**config.mk**
```make
export PLATFORM = sky130hd
export DESIGN_NAME = touch_detect_qualifier
export DESIGN_NICKNAME = d
export VERILOG_FILES = /design/src/logic/touch_qual_pkg.sv /design/src/logic/touch_detect_qualifier.sv
export SDC_FILE = /design/constraint.sdc
export NUM_CORES = 2
export LEC_CHECK = 0
export BUFFER_PORTS_ARGS = -buffer_cell sky130_fd_sc_hd__buf_4
export CORE_MARGIN = 1
export CORE_UTILIZATION = 46
export CTS_CLUSTER_SIZE = 20
export DETAILED_ROUTE_END_ITERATION = 6
export PLACE_DENSITY_LB_ADDON = 0.15
export SKIP_LAST_GASP = 1
export SLEW_MARGIN = 0
export SYNTH_ARGS = -nofsm -noshare
export SYNTH_HDL_FRONTEND = slang
export SYNTH_SLANG_ARGS = --single-unit
```
**constraint.sdc**
```tcl
create_clock -name clk_i -period 23.1 [get_ports clk_i]
set_input_delay 0 -clock clk_i [delete_from_list [all_inputs] [get_ports clk_i]]
set_output_delay 0 -clock clk_i [all_outputs]
set_load 0.02 [all_outputs]
```
**src/logic/touch_qual_pkg.sv**
```systemverilog
// constants for the touch detection qualifier: register map, field layout,
// reset values and gesture codes; shared by the qualifier module and its testbench.
package touch_qual_pkg;
	localparam logic [7:0] REG_CTRL = 8'h00;
	localparam logic [7:0] REG_THRESH = 8'h04;
	localparam logic [7:0] REG_GRIP = 8'h08;
	localparam logic [7:0] REG_PALM = 8'h0c;
	localparam logic [7:0] REG_GEST = 8'h10;
	localparam logic [7:0] REG_STATUS = 8'h14;
	localparam logic [7:0] REG_OBJ_BASE = 8'h40;
	localparam int CTRL_GRIP_EN = 0;
	localparam int CTRL_PALM_EN = 1;
	localparam int CTRL_GEST1_EN = 2;
	localparam int CTRL_GEST2_EN = 3;
	localparam int CTRL_HOP_EN = 4;
	localparam int CTRL_W = 5;
	localparam int OBJ_LIM_LSB = 0;
	localparam int OBJ_GRP_LSB = 4;
	localparam int OBJ_IEN_BIT = 12;
	localparam int OBJ_KEY_BIT = 13;
	localparam int OBJ_ARR_LSB = 14;
	localparam int PALM_DIST_LSB = 8;
	localparam int GEST_PINCH_LSB = 16;
	localparam int STATUS_REP_LSB = 16;
	localparam logic [CTRL_W-1:0] CTRL_RST = 5'h00;
	localparam logic [15:0] THRESH_RST = 16'h0020;
	localparam logic [9:0] BORDER_RST = 10'h000;
	localparam logic [7:0] PALM_SIZE_RST = 8'h40;
	localparam logic [10:0] PALM_DIST_RST = 11'h040;
	localparam logic [10:0] DRAG_RST = 11'h010;
	localparam logic [10:0] PINCH_RST = 11'h010;
	localparam logic [15:0] OBJ_RST = 16'h0003;
	typedef enum logic [1:0] {GEST_NONE, GEST_TAP, GEST_DRAG, GEST_PINCH} gesture_t;
endpackage : touch_qual_pkg

```
**src/logic/touch_detect_qualifier.sv**
```systemverilog
// touch detection qualifier: per-object integration, group lockout, grip and
// palm rejection, delta hop filter and simple gestures, over classic Wishbone.
// assumes acquisition data comes from logic on clk_i, one acq_valid_i pulse per frame.
//
// The Wishbone interface to the registers and the placing of the registers are this design's own decisions.
`timescale 1ns/10ps
`default_nettype none

module touch_detect_qualifier import touch_qual_pkg::*; #(
	parameter int N = 4,
	parameter logic [9:0] X_MAX = 10'h3ff,
	parameter logic [9:0] Y_MAX = 10'h3ff
) (
	input wire logic clk_i,
	input wire logic rst_i,
	input wire logic [7:0] adr_i,
	input wire logic [31:0] dat_i,
	input wire logic [3:0] sel_i,
	input wire logic we_i,
	input wire logic cyc_i,
	input wire logic stb_i,
	output logic [31:0] dat_o,
	output logic ack_o,
	input wire logic acq_valid_i,
	input wire logic [N*16-1:0] delta_i,
	input wire logic [N*10-1:0] pos_x_i,
	input wire logic [N*10-1:0] pos_y_i,
	input wire logic [N*8-1:0] size_i,
	output logic [N-1:0] touch_o,
	output logic report_valid_o,
	output gesture_t gesture_o,
	output logic gesture_valid_o
);
	localparam int IW = $clog2(N);

	typedef struct packed {
		logic ack;
		logic [31:0] rdat;
		logic [CTRL_W-1:0] ctrl;
		logic [15:0] thr;
		logic [9:0] border;
		logic [7:0] palm_size;
		logic [10:0] palm_dist;
		logic [10:0] drag_thr;
		logic [10:0] pinch_thr;
		logic [N-1:0][15:0] cfg;
		logic [N-1:0][15:0] prev;
		logic [N-1:0][3:0] cnt;
		logic [N-1:0] det;
		logic [N-1:0] touch;
		logic rep_v;
		gesture_t gest;
		logic gest_v;
		logic g1_act;
		logic g1_moved;
		logic [IW-1:0] g1_idx;
		logic [9:0] g1_x;
		logic [9:0] g1_y;
		logic g2_act;
		logic [10:0] g2_dist;
	} state_t;

	state_t s_q, s_d;
	logic [N-1:0][15:0] filt;
	logic [N-1:0] above, reach, palm, grip, rep;
	logic [N-1:0] det_n;
	logic [7:0] off;
	logic [IW-1:0] ridx;

	function automatic logic [10:0] absd(input logic [10:0] a, input logic [10:0] b);
		absd = (a > b) ? a - b : b - a;
	endfunction : absd

	function automatic logic [10:0] mdist(input logic [9:0] xa, input logic [9:0] ya,
			input logic [9:0] xb, input logic [9:0] yb);
		mdist = absd({1'b0, xa}, {1'b0, xb}) + absd({1'b0, ya}, {1'b0, yb});
	endfunction : mdist

	function automatic logic [31:0] merge(input logic [31:0] old, input logic [31:0] nw,
			input logic [3:0] sel);
		for (int b = 0; b < 4; b++)
			merge[b*8 +: 8] = sel[b] ? nw[b*8 +: 8] : old[b*8 +: 8];
	endfunction : merge

	assign off = {adr_i[7:2], 2'b00};
	assign ridx = IW'(adr_i[7:2] - REG_OBJ_BASE[7:2]);

	always_comb begin
		int c;
		int a;
		int b;
		logic [31:0] w;
		logic [3:0] lim;
		logic [10:0] d;
		logic blk;
		c = 0;
		a = 0;
		b = 0;
		w = 32'h0000_0000;
		lim = 4'h0;
		d = 11'h000;
		blk = 1'b0;
		s_d = s_q;
		s_d.rep_v = 1'b0;
		s_d.gest_v = 1'b0;
		// one wait state; ack drops the cycle after it was given
		s_d.ack = cyc_i & stb_i & ~s_q.ack;
		s_d.rdat = 32'h0000_0000;
		if (off == REG_CTRL) begin
			s_d.rdat = 32'(s_q.ctrl);
		end else if (off == REG_THRESH) begin
			s_d.rdat = 32'(s_q.thr);
		end else if (off == REG_GRIP) begin
			s_d.rdat = 32'(s_q.border);
		end else if (off == REG_PALM) begin
			s_d.rdat = 32'({s_q.palm_dist, s_q.palm_size});
		end else if (off == REG_GEST) begin
			s_d.rdat = {5'h00, s_q.pinch_thr, 5'h00, s_q.drag_thr};
		end else if (off == REG_STATUS) begin
			s_d.rdat = (32'(s_q.touch) << STATUS_REP_LSB) | 32'(s_q.det);
		end else if (off >= REG_OBJ_BASE && 32'(adr_i[7:2] - REG_OBJ_BASE[7:2]) < N) begin
			s_d.rdat = 32'(s_q.cfg[ridx]);
		end
		if (s_d.ack && we_i) begin
			w = merge(s_d.rdat, dat_i, sel_i);
			if (off == REG_CTRL) begin
				s_d.ctrl = w[CTRL_W-1:0];
			end else if (off == REG_THRESH) begin
				s_d.thr = w[15:0];
			end else if (off == REG_GRIP) begin
				s_d.border = w[9:0];
			end else if (off == REG_PALM) begin
				s_d.palm_size = w[7:0];
				s_d.palm_dist = w[PALM_DIST_LSB +: 11];
			end else if (off == REG_GEST) begin
				s_d.drag_thr = w[10:0];
				s_d.pinch_thr = w[GEST_PINCH_LSB +: 11];
			end else if (off >= REG_OBJ_BASE && 32'(adr_i[7:2] - REG_OBJ_BASE[7:2]) < N) begin
				s_d.cfg[ridx] = w[15:0];
			end
		end
		// per-object qualification; evaluated every cycle, committed on acq_valid_i
		det_n = s_q.det;
		for (int i = 0; i < N; i++) begin
			w[16:0] = {delta_i[i*16+15], delta_i[i*16 +: 16]} + {s_q.prev[i][15], s_q.prev[i]};
			filt[i] = s_q.ctrl[CTRL_HOP_EN] ? w[16:1] : delta_i[i*16 +: 16];
			above[i] = $signed(filt[i]) > $signed(s_q.thr);
			lim = s_q.cfg[i][OBJ_LIM_LSB +: 4];
			lim = (lim == 4'h0) ? 4'h1 : lim;
			reach[i] = above[i] && ({1'b0, s_q.cnt[i]} + 5'h01 >= {1'b0, lim});
			if (!above[i])
				det_n[i] = 1'b0; // release; keeps a held touch until here
		end
		// ascending scan: a lower index wins a tie in the same frame
		for (int i = 0; i < N; i++) begin
			blk = 1'b0;
			for (int j = 0; j < N; j++) begin
				if (j != i && det_n[j]) begin
					if ((s_q.cfg[i][OBJ_GRP_LSB +: 8] & s_q.cfg[j][OBJ_GRP_LSB +: 8]) != 8'h00)
						blk = 1'b1;
					if (s_q.cfg[i][OBJ_IEN_BIT] && s_q.cfg[i][OBJ_KEY_BIT] && s_q.cfg[j][OBJ_KEY_BIT]
							&& s_q.cfg[i][OBJ_ARR_LSB +: 2] == s_q.cfg[j][OBJ_ARR_LSB +: 2])
						blk = 1'b1;
				end
			end
			if (!s_q.det[i] && reach[i] && !blk)
				det_n[i] = 1'b1;
		end
		for (int i = 0; i < N; i++) begin
			palm[i] = s_q.ctrl[CTRL_PALM_EN] && !s_q.cfg[i][OBJ_KEY_BIT]
				&& det_n[i] && size_i[i*8 +: 8] > s_q.palm_size;
			grip[i] = s_q.ctrl[CTRL_GRIP_EN] && !s_q.cfg[i][OBJ_KEY_BIT] && (
				pos_x_i[i*10 +: 10] < s_q.border || pos_x_i[i*10 +: 10] > X_MAX - s_q.border ||
				pos_y_i[i*10 +: 10] < s_q.border || pos_y_i[i*10 +: 10] > Y_MAX - s_q.border);
		end
		for (int i = 0; i < N; i++) begin
			rep[i] = det_n[i] && !palm[i] && !grip[i];
			for (int j = 0; j < N; j++) begin
				if (j != i && palm[j] && !s_q.cfg[i][OBJ_KEY_BIT] && mdist(pos_x_i[i*10 +: 10],
						pos_y_i[i*10 +: 10], pos_x_i[j*10 +: 10], pos_y_i[j*10 +: 10]) <= s_q.palm_dist)
					rep[i] = 1'b0;
			end
		end
		if (acq_valid_i) begin
			for (int i = 0; i < N; i++) begin
				s_d.prev[i] = delta_i[i*16 +: 16];
				lim = s_q.cfg[i][OBJ_LIM_LSB +: 4];
				if (!above[i])
					s_d.cnt[i] = 4'h0;
				else if (reach[i])
					s_d.cnt[i] = (lim == 4'h0) ? 4'h1 : lim;
				else
					s_d.cnt[i] = s_q.cnt[i] + 4'h1;
				if (rep[i]) begin
					if (c == 0)
						a = i;
					else if (c == 1)
						b = i;
					c = c + 1;
				end
			end
			s_d.det = det_n;
			s_d.touch = rep;
			s_d.rep_v = 1'b1;
			// one-touch processor starts only when exactly one object is reported, then follows that object
			if (s_q.ctrl[CTRL_GEST1_EN]) begin
				if (s_q.g1_act) begin
					if (!rep[s_q.g1_idx]) begin
						s_d.g1_act = 1'b0;
						if (!s_q.g1_moved) begin
							s_d.gest = GEST_TAP;
							s_d.gest_v = 1'b1;
						end
					end else if (mdist(pos_x_i[32'(s_q.g1_idx)*10 +: 10], pos_y_i[32'(s_q.g1_idx)*10 +: 10],
							s_q.g1_x, s_q.g1_y) > s_q.drag_thr) begin
						s_d.g1_moved = 1'b1;
						s_d.gest = GEST_DRAG;
						s_d.gest_v = 1'b1;
					end
				end else if (c == 1) begin
					s_d.g1_act = 1'b1;
					s_d.g1_moved = 1'b0;
					s_d.g1_idx = IW'(a);
					s_d.g1_x = pos_x_i[a*10 +: 10];
					s_d.g1_y = pos_y_i[a*10 +: 10];
				end
			end else begin
				s_d.g1_act = 1'b0;
			end
			// two-touch processor: spread change beyond the pinch step
			if (s_q.ctrl[CTRL_GEST2_EN] && c == 2) begin
				d = mdist(pos_x_i[a*10 +: 10], pos_y_i[a*10 +: 10], pos_x_i[b*10 +: 10], pos_y_i[b*10 +: 10]);
				if (s_q.g2_act && absd(d, s_q.g2_dist) > s_q.pinch_thr) begin
					s_d.gest = GEST_PINCH;
					s_d.gest_v = 1'b1;
				end
				s_d.g2_act = 1'b1;
				s_d.g2_dist = d;
			end else begin
				s_d.g2_act = 1'b0;
			end
		end
	end

	always_ff @(posedge clk_i) begin
		if (rst_i) begin
			s_q <= '0;
			s_q.ctrl <= CTRL_RST;
			s_q.thr <= THRESH_RST;
			s_q.border <= BORDER_RST;
			s_q.palm_size <= PALM_SIZE_RST;
			s_q.palm_dist <= PALM_DIST_RST;
			s_q.drag_thr <= DRAG_RST;
			s_q.pinch_thr <= PINCH_RST;
			s_q.cfg <= {N{OBJ_RST}};
			s_q.gest <= GEST_NONE;
		end else begin
			s_q <= s_d;
		end
	end

	assign dat_o = s_q.rdat;
	assign ack_o = s_q.ack;
	assign touch_o = s_q.touch;
	assign report_valid_o = s_q.rep_v;
	assign gesture_o = s_q.gest;
	assign gesture_valid_o = s_q.gest_v;
endmodule : touch_detect_qualifier

`default_nettype wire

```
Word-level counts from Yosys, hierarchy flattened

Index checks and enable logic that the tools add are counted.

Output and inout bits: 41
Register bits: 297
Bits of input ports: 226
Word-level logic and storage cells: 540

Shift-type cells: 6
Muxes and demuxes: 161
Reduce and logical (&&, ||, !) cells: 154
Order comparisons: 76
Bitwise logic cells: 17
Equal/unequal tests: 24
Add/sub/neg operators: 66
$mul: 3

Operators by type and width:

| operator                                            | number |
|---|---|
| two-way mux 32 bit                                  | 25 |
| > comparator 10 bit                                 | 36 |
| subtractor 10 x 10 -> 11 bit                        | 32 |
| two-way mux 11 bit                                  | 30 |
| variable part select 40 x 32 -> 10 bit              | 4 |
| adder 11 bit                                        | 14 |
| <= comparator 11 bit                                | 12 |
| == test 32 x 2 -> 1 bit (second input constant)     | 4 |
| two-way mux 16 bit                                  | 7 |
| logical AND 1 bit                                   | 97 |
| adder 32 x 2 -> 32 bit (second input constant)      | 3 |
| logical NOT 32 bit                                  | 3 |
| less-than comparator 10 bit                         | 8 |
| variable part select 40 x 7 -> 10 bit               | 2 |
| adder 16 x 16 -> 17 bit                             | 4 |
| two-way mux 1 bit                                   | 67 |
| bitwise mux 64 bit                                  | 1 |
| > comparator 16 bit                                 | 4 |
| multiplier 32 x 4 -> 31 bit (second input constant) | 2 |
| AND 8 bit                                           | 6 |
| two-way mux 4 bit                                   | 12 |
| nonzero test 8 bit                                  | 6 |
| two-way mux 40 bit                                  | 1 |
| > comparator 11 bit                                 | 3 |
| 43 further kinds                                    | 124 |

Logic depth before layout (Yosys ltp)

Word-level depth: 65
Gate-level depth with buffers: 95
Mapped depth without buffers: 94

Worst setup path after synthesis

OpenSTA, ideal clock, no wires.

Path kind: input port to flip-flop
Start point: in pos_y_i[1]
End point: reg s_q (netlist bit gesture_o[0])
Arrival: 15.348 ns
Setup slack: 7.623 ns
Cell stages on the path: 88
Required time: 22.971 ns
Setup time: 0.129 ns
Buffers on the path: 3
Cell sequence: inv_1 ha_1 a21oi_1 o21bai_1 a21oi_1 o21bai_1 a21oi_1 o21bai_1 a21o_1 a21oi_1 nor2b_1 o21ai_0 buf_1 mux2_2 fa_1 a21o_1 a21oi_1 o21bai_1 [52 not listed] nand4_1 o21ai_0 or4_1 o311a_1 a311oi_1 mux2_2 a211oi_1 ha_1 nand2_1 nor4_1 nor2_1 nand2_1 a21o_1 a21oi_1 nor2_1 and4_1 o41ai_1 a21oi_1

Cells in the longest elaborated chain, start to end: 33
Elaborated cells on any way between the ends: 127
Classes of those cells: add/sub (25); mul (2); order compare (20); eq/ne (4); shift (5); mux (55); reduce/logical (16)

Ends and longest elaborated chain:

| item                                                                            | RTL line                      | text |
|---|---|---|
| from (decl)                                                                     | touch_detect_qualifier.sv:27  | `input wire logic [N*10-1:0] pos_y_i,` |
| parallel branches: the longest is 32 deep, another holds adder 32 x 2 -> 32 bit | n/a                           |  |
| two-way mux 3 bit *                                                             | touch_detect_qualifier.sv:231 | `if (s_q.ctrl[CTRL_GEST2_EN] && c == 2) begin` |
| to (decl)                                                                       | touch_detect_qualifier.sv:63  | `state_t s_q, s_d;` |

Mark *: on every way between the ends. The select of a mux whose other input is x is not followed.
A chain may end at the register's enable or synchronous reset.

Worst setup path after layout

Start point: in pos_x_i[1]
End point: reg s_q (netlist bit gesture_o[0])

Cells in the longest elaborated chain, start to end: 34
Elaborated cells on any way between the ends: 128
Classes of those cells: add/sub (25); mul (2); order compare (20); eq/ne (4); shift (5); mux (55); reduce/logical (17)

Ends and longest elaborated chain:

| item                                                                            | RTL line                      | text |
|---|---|---|
| from (decl)                                                                     | touch_detect_qualifier.sv:26  | `input wire logic [N*10-1:0] pos_x_i,` |
| parallel branches: the longest is 33 deep, another holds adder 32 x 2 -> 32 bit | n/a                           |  |
| two-way mux 3 bit *                                                             | touch_detect_qualifier.sv:231 |  |

Marks and branches as above.

==> out/qor.yml <==
syn_avg_cell_area_um2: 8.18
cts_buffer_depth: 3
yosysWarnings: 0
async_flop_share: 0
powerDensity_nw_per_um2: 179
rr_worst_depth: 80
numPortBuffers: 254
drt_wl_total_um: 194000
nFillCells: 10500
fin_crit_sh: 0.817
violations: "DRC"
wl_per_cell_um: 25.2
reg2reg_from: "s_q[96]"
grt_pass1_wl_um: 284000
finalSetupTns_ns: 0
p_comb_frac: 0.879
vdd_ir_drop_max_uv: 577
critPathLaunch: "pos_x_i[1]"
synth_area_um2: 49800
ys_seq_area_frac: 0.117
vias: 46800
setup_viol: 0
core_area_um2: 107000
intPower_mw: 4.57
drive_above_1_share: 0.112
track_usage: 0.345
hold_start: "cyc_i"
fin_skew_ns: 0.0378
antenna_found_initial: 11
clk_latency_ns: 0.59
critPathSlowestCell: "a21oi_1"
path_clk_slew_ns: 0.06
total_power_mw: 9.90
die_x_um: 331
hpwl_um: 151000
worst_slack_ns: 4.22
ys_ff_latch: 292
synth.top_cells.by_count: "964 x ha_1, 617 x a21oi_1, 571 x inv_1"
swShare: 0.538
grt_setup_unrepaired: "no"
die_area_um2: 110000
cts_sinks: 292
path_max_fanout: 21
vias_per_cell: 6.07
cts_buffers: 38
drc: 5
first_pass_iters: 7
pwr-share-clk: 0.068
hp-class: "in2reg"
crit_path_end_kind: "register"
fin_util: 0.516
switchingPower_mw: 5.33
cts_tree: "built"
synthTopCellsByArea: "ha_1 24%, dfxtp_1 12%, mux2i_1 6.4%, xnor2_1 6.4%, a21oi_1 6.2%"
cts_max_level: 2
synth_cell_type_count: 103
finalHoldViolCount: 0
dieHeight_um: 331
synth.top_cell.area_share: 0.242
crit_path_max_incr_delay_ns: 0.78
status: "finished, violations left"
syn_to_final_growth_pct: 11.0
ctsHoldBuffers: 111
min_path_cells: 6
critical_path_class: "in2reg"
num_rows: 120
ios: 267
maxSlewViolCount: 0
design_area_um2: 55300
yosysTopAreaCell: "ha_1"
grt_pass1_vias: 44600
cpMostUsedCell: "a21oi_1"
syn_inst: 6088
power_leakage_nw: 25.4
drtIter0Drc: 4457
gp_congestion: 0.997
cts-root-buf: "clkbuf_16"
fmax_mhz: 53.0
slew_headroom: 0.192
worstPathRequired_ns: 23.57
synth_edf_count: 0
layout.nets: 7526
grt_overflow: 0
fin_crit_ns: 18.88
initial_core_util: 0.465
tightest_slew_ns: 1.18
dp_slack_ns: 3.86
maxCapViolations: 0
seqPwrFrac: 0.053
cts_resized: 0
dominantRegCellSynth: "dfxtp_1"
yosysMostFrequentCell: "ha_1"
post_cts_buffers: 0
critPathArrivalTime_ns: 19.35
final_antenna_net_count: 0
critPathLaunchType: "input pin"
postPlaceCellArea_um2: 52800
grt_max_degree: 87
[per-layer routing]
| layer | vias to the layer above | track usage | routed length, µm |
|---|---|---|---|
| met5 | - | 0 | 75 |
| met4 | 4 | 0.153 | 9920 |
| met3 | 412 | 0.0640 | 16800 |
| met2 | 1957 | 0.537 | 83600 |
| met1 | 22200 | 0.463 | 84000 |
| li1 | 22200 | - | - |
[area by class of cell]
class / instances / area [µm²] / share of cell area
inverter: 573 / 2150 / 0.0389
clock inverter: 19 / 332 / 0.00600
multi-input combinational: 4957 / 40700 / 0.736
antenna: 5 / 12.5 / 0.000226
clock buffer: 49 / 1060 / 0.0192
timing repair buffer: 422 / 3450 / 0.0624
tap: 1403 / 1760 / 0.0317
sequential: 292 / 5850 / 0.106
[state kept, by name, summed over array words and instances (netlist names)]
register / cells
touch_o: 4
dat_o: 27
gesture_o: 2
gesture_valid_o: 1
s_q: 256
ack_o: 1
report_valid_o: 1
[final timing paths]
path	end	slack [ns]
setup / recovery	gesture_o[0]	4.22
hold / removal	s_q[263]	0.03
setup reg to reg	gesture_o[0]	4.39
hold reg to reg	s_q[246]	0.46
[power by group through the flow]
stage               Combinational [mW]  Sequential (mW)  Clock [mW]
floorplan                         6.52            0.534           0
global placement                  8.46            0.537           0
detailed placement                8.56            0.537           0
CTS                               8.62            0.526       0.682
global route                      9.73            0.527       0.700
finish                            8.71            0.526       0.670
[kinds of logic (layout without fill, tap and decap cells)]
group / count (synthesis) / after routing / share of synthesized area
AND/OR/NAND/NOR: 1198 / 1198 / 0.115
buffers and inverters: 843 / 1063 / 0.0680
other: 1 / 10 / 0.0000753
adder cells (fa/ha/maj): 1016 / 1016 / 0.263
flip-flops: 292 / 292 / 0.117
XOR/XNOR: 427 / 427 / 0.0751
multiplexers: 585 / 585 / 0.134
AO/OA/AOI/OAI: 1726 / 1726 / 0.228
[metrics by stage]
step | hold WS [ns] | instances
after global placement | 0.256 | 7536
after detailed placement | 0.263 | 7536
after global routing | 0.0465 | 7717
after floorplan | 0.147 | 6092
final | 0.0315 | 7720
after CTS | 0.000502 | 7715
[layout by cell type (no fill, tap or decap), types with 39 or more instances in the layout]
cell type | Yosys | routed
ha_1 | 964 | 964
a21oi_1 | 617 | 617
inv_1 | 571 | 571
nand2_1 | 407 | 406
xnor2_1 | 363 | 363
mux2i_1 | 320 | 320
buf_4 | 42 | 310
nor2_1 | 303 | 302
dfxtp_1 | 292 | 291
a21o_1 | 249 | 249
mux2_2 | 208 | 208
o21bai_1 | 201 | 201
o21ai_0 | 171 | 171
dlygate4sd3_1 | 0 | 111
nand3_1 | 91 | 91
nand4_1 | 71 | 71
nor2b_1 | 68 | 68
xor2_1 | 64 | 64
o21a_1 | 61 | 61
fa_1 | 52 | 52
a211oi_1 | 48 | 48
a22oi_1 | 45 | 45
nor3_1 | 49 | 44
o211ai_1 | 40 | 40
nand2b_1 | 39 | 39
[critical path: cells and delay by family]
kind                       cells  cell delay, ns
AOI/OAI and AO/OA             42            9.59
xor gates and xnor gates       4            0.75
adders and majority gates      9            3.00
buffers and inverters          9            1.84
muxes                          3            1.37
and+or+nand+nor               19            2.71
Note: power is estimated with default switching activity, not from simulation.
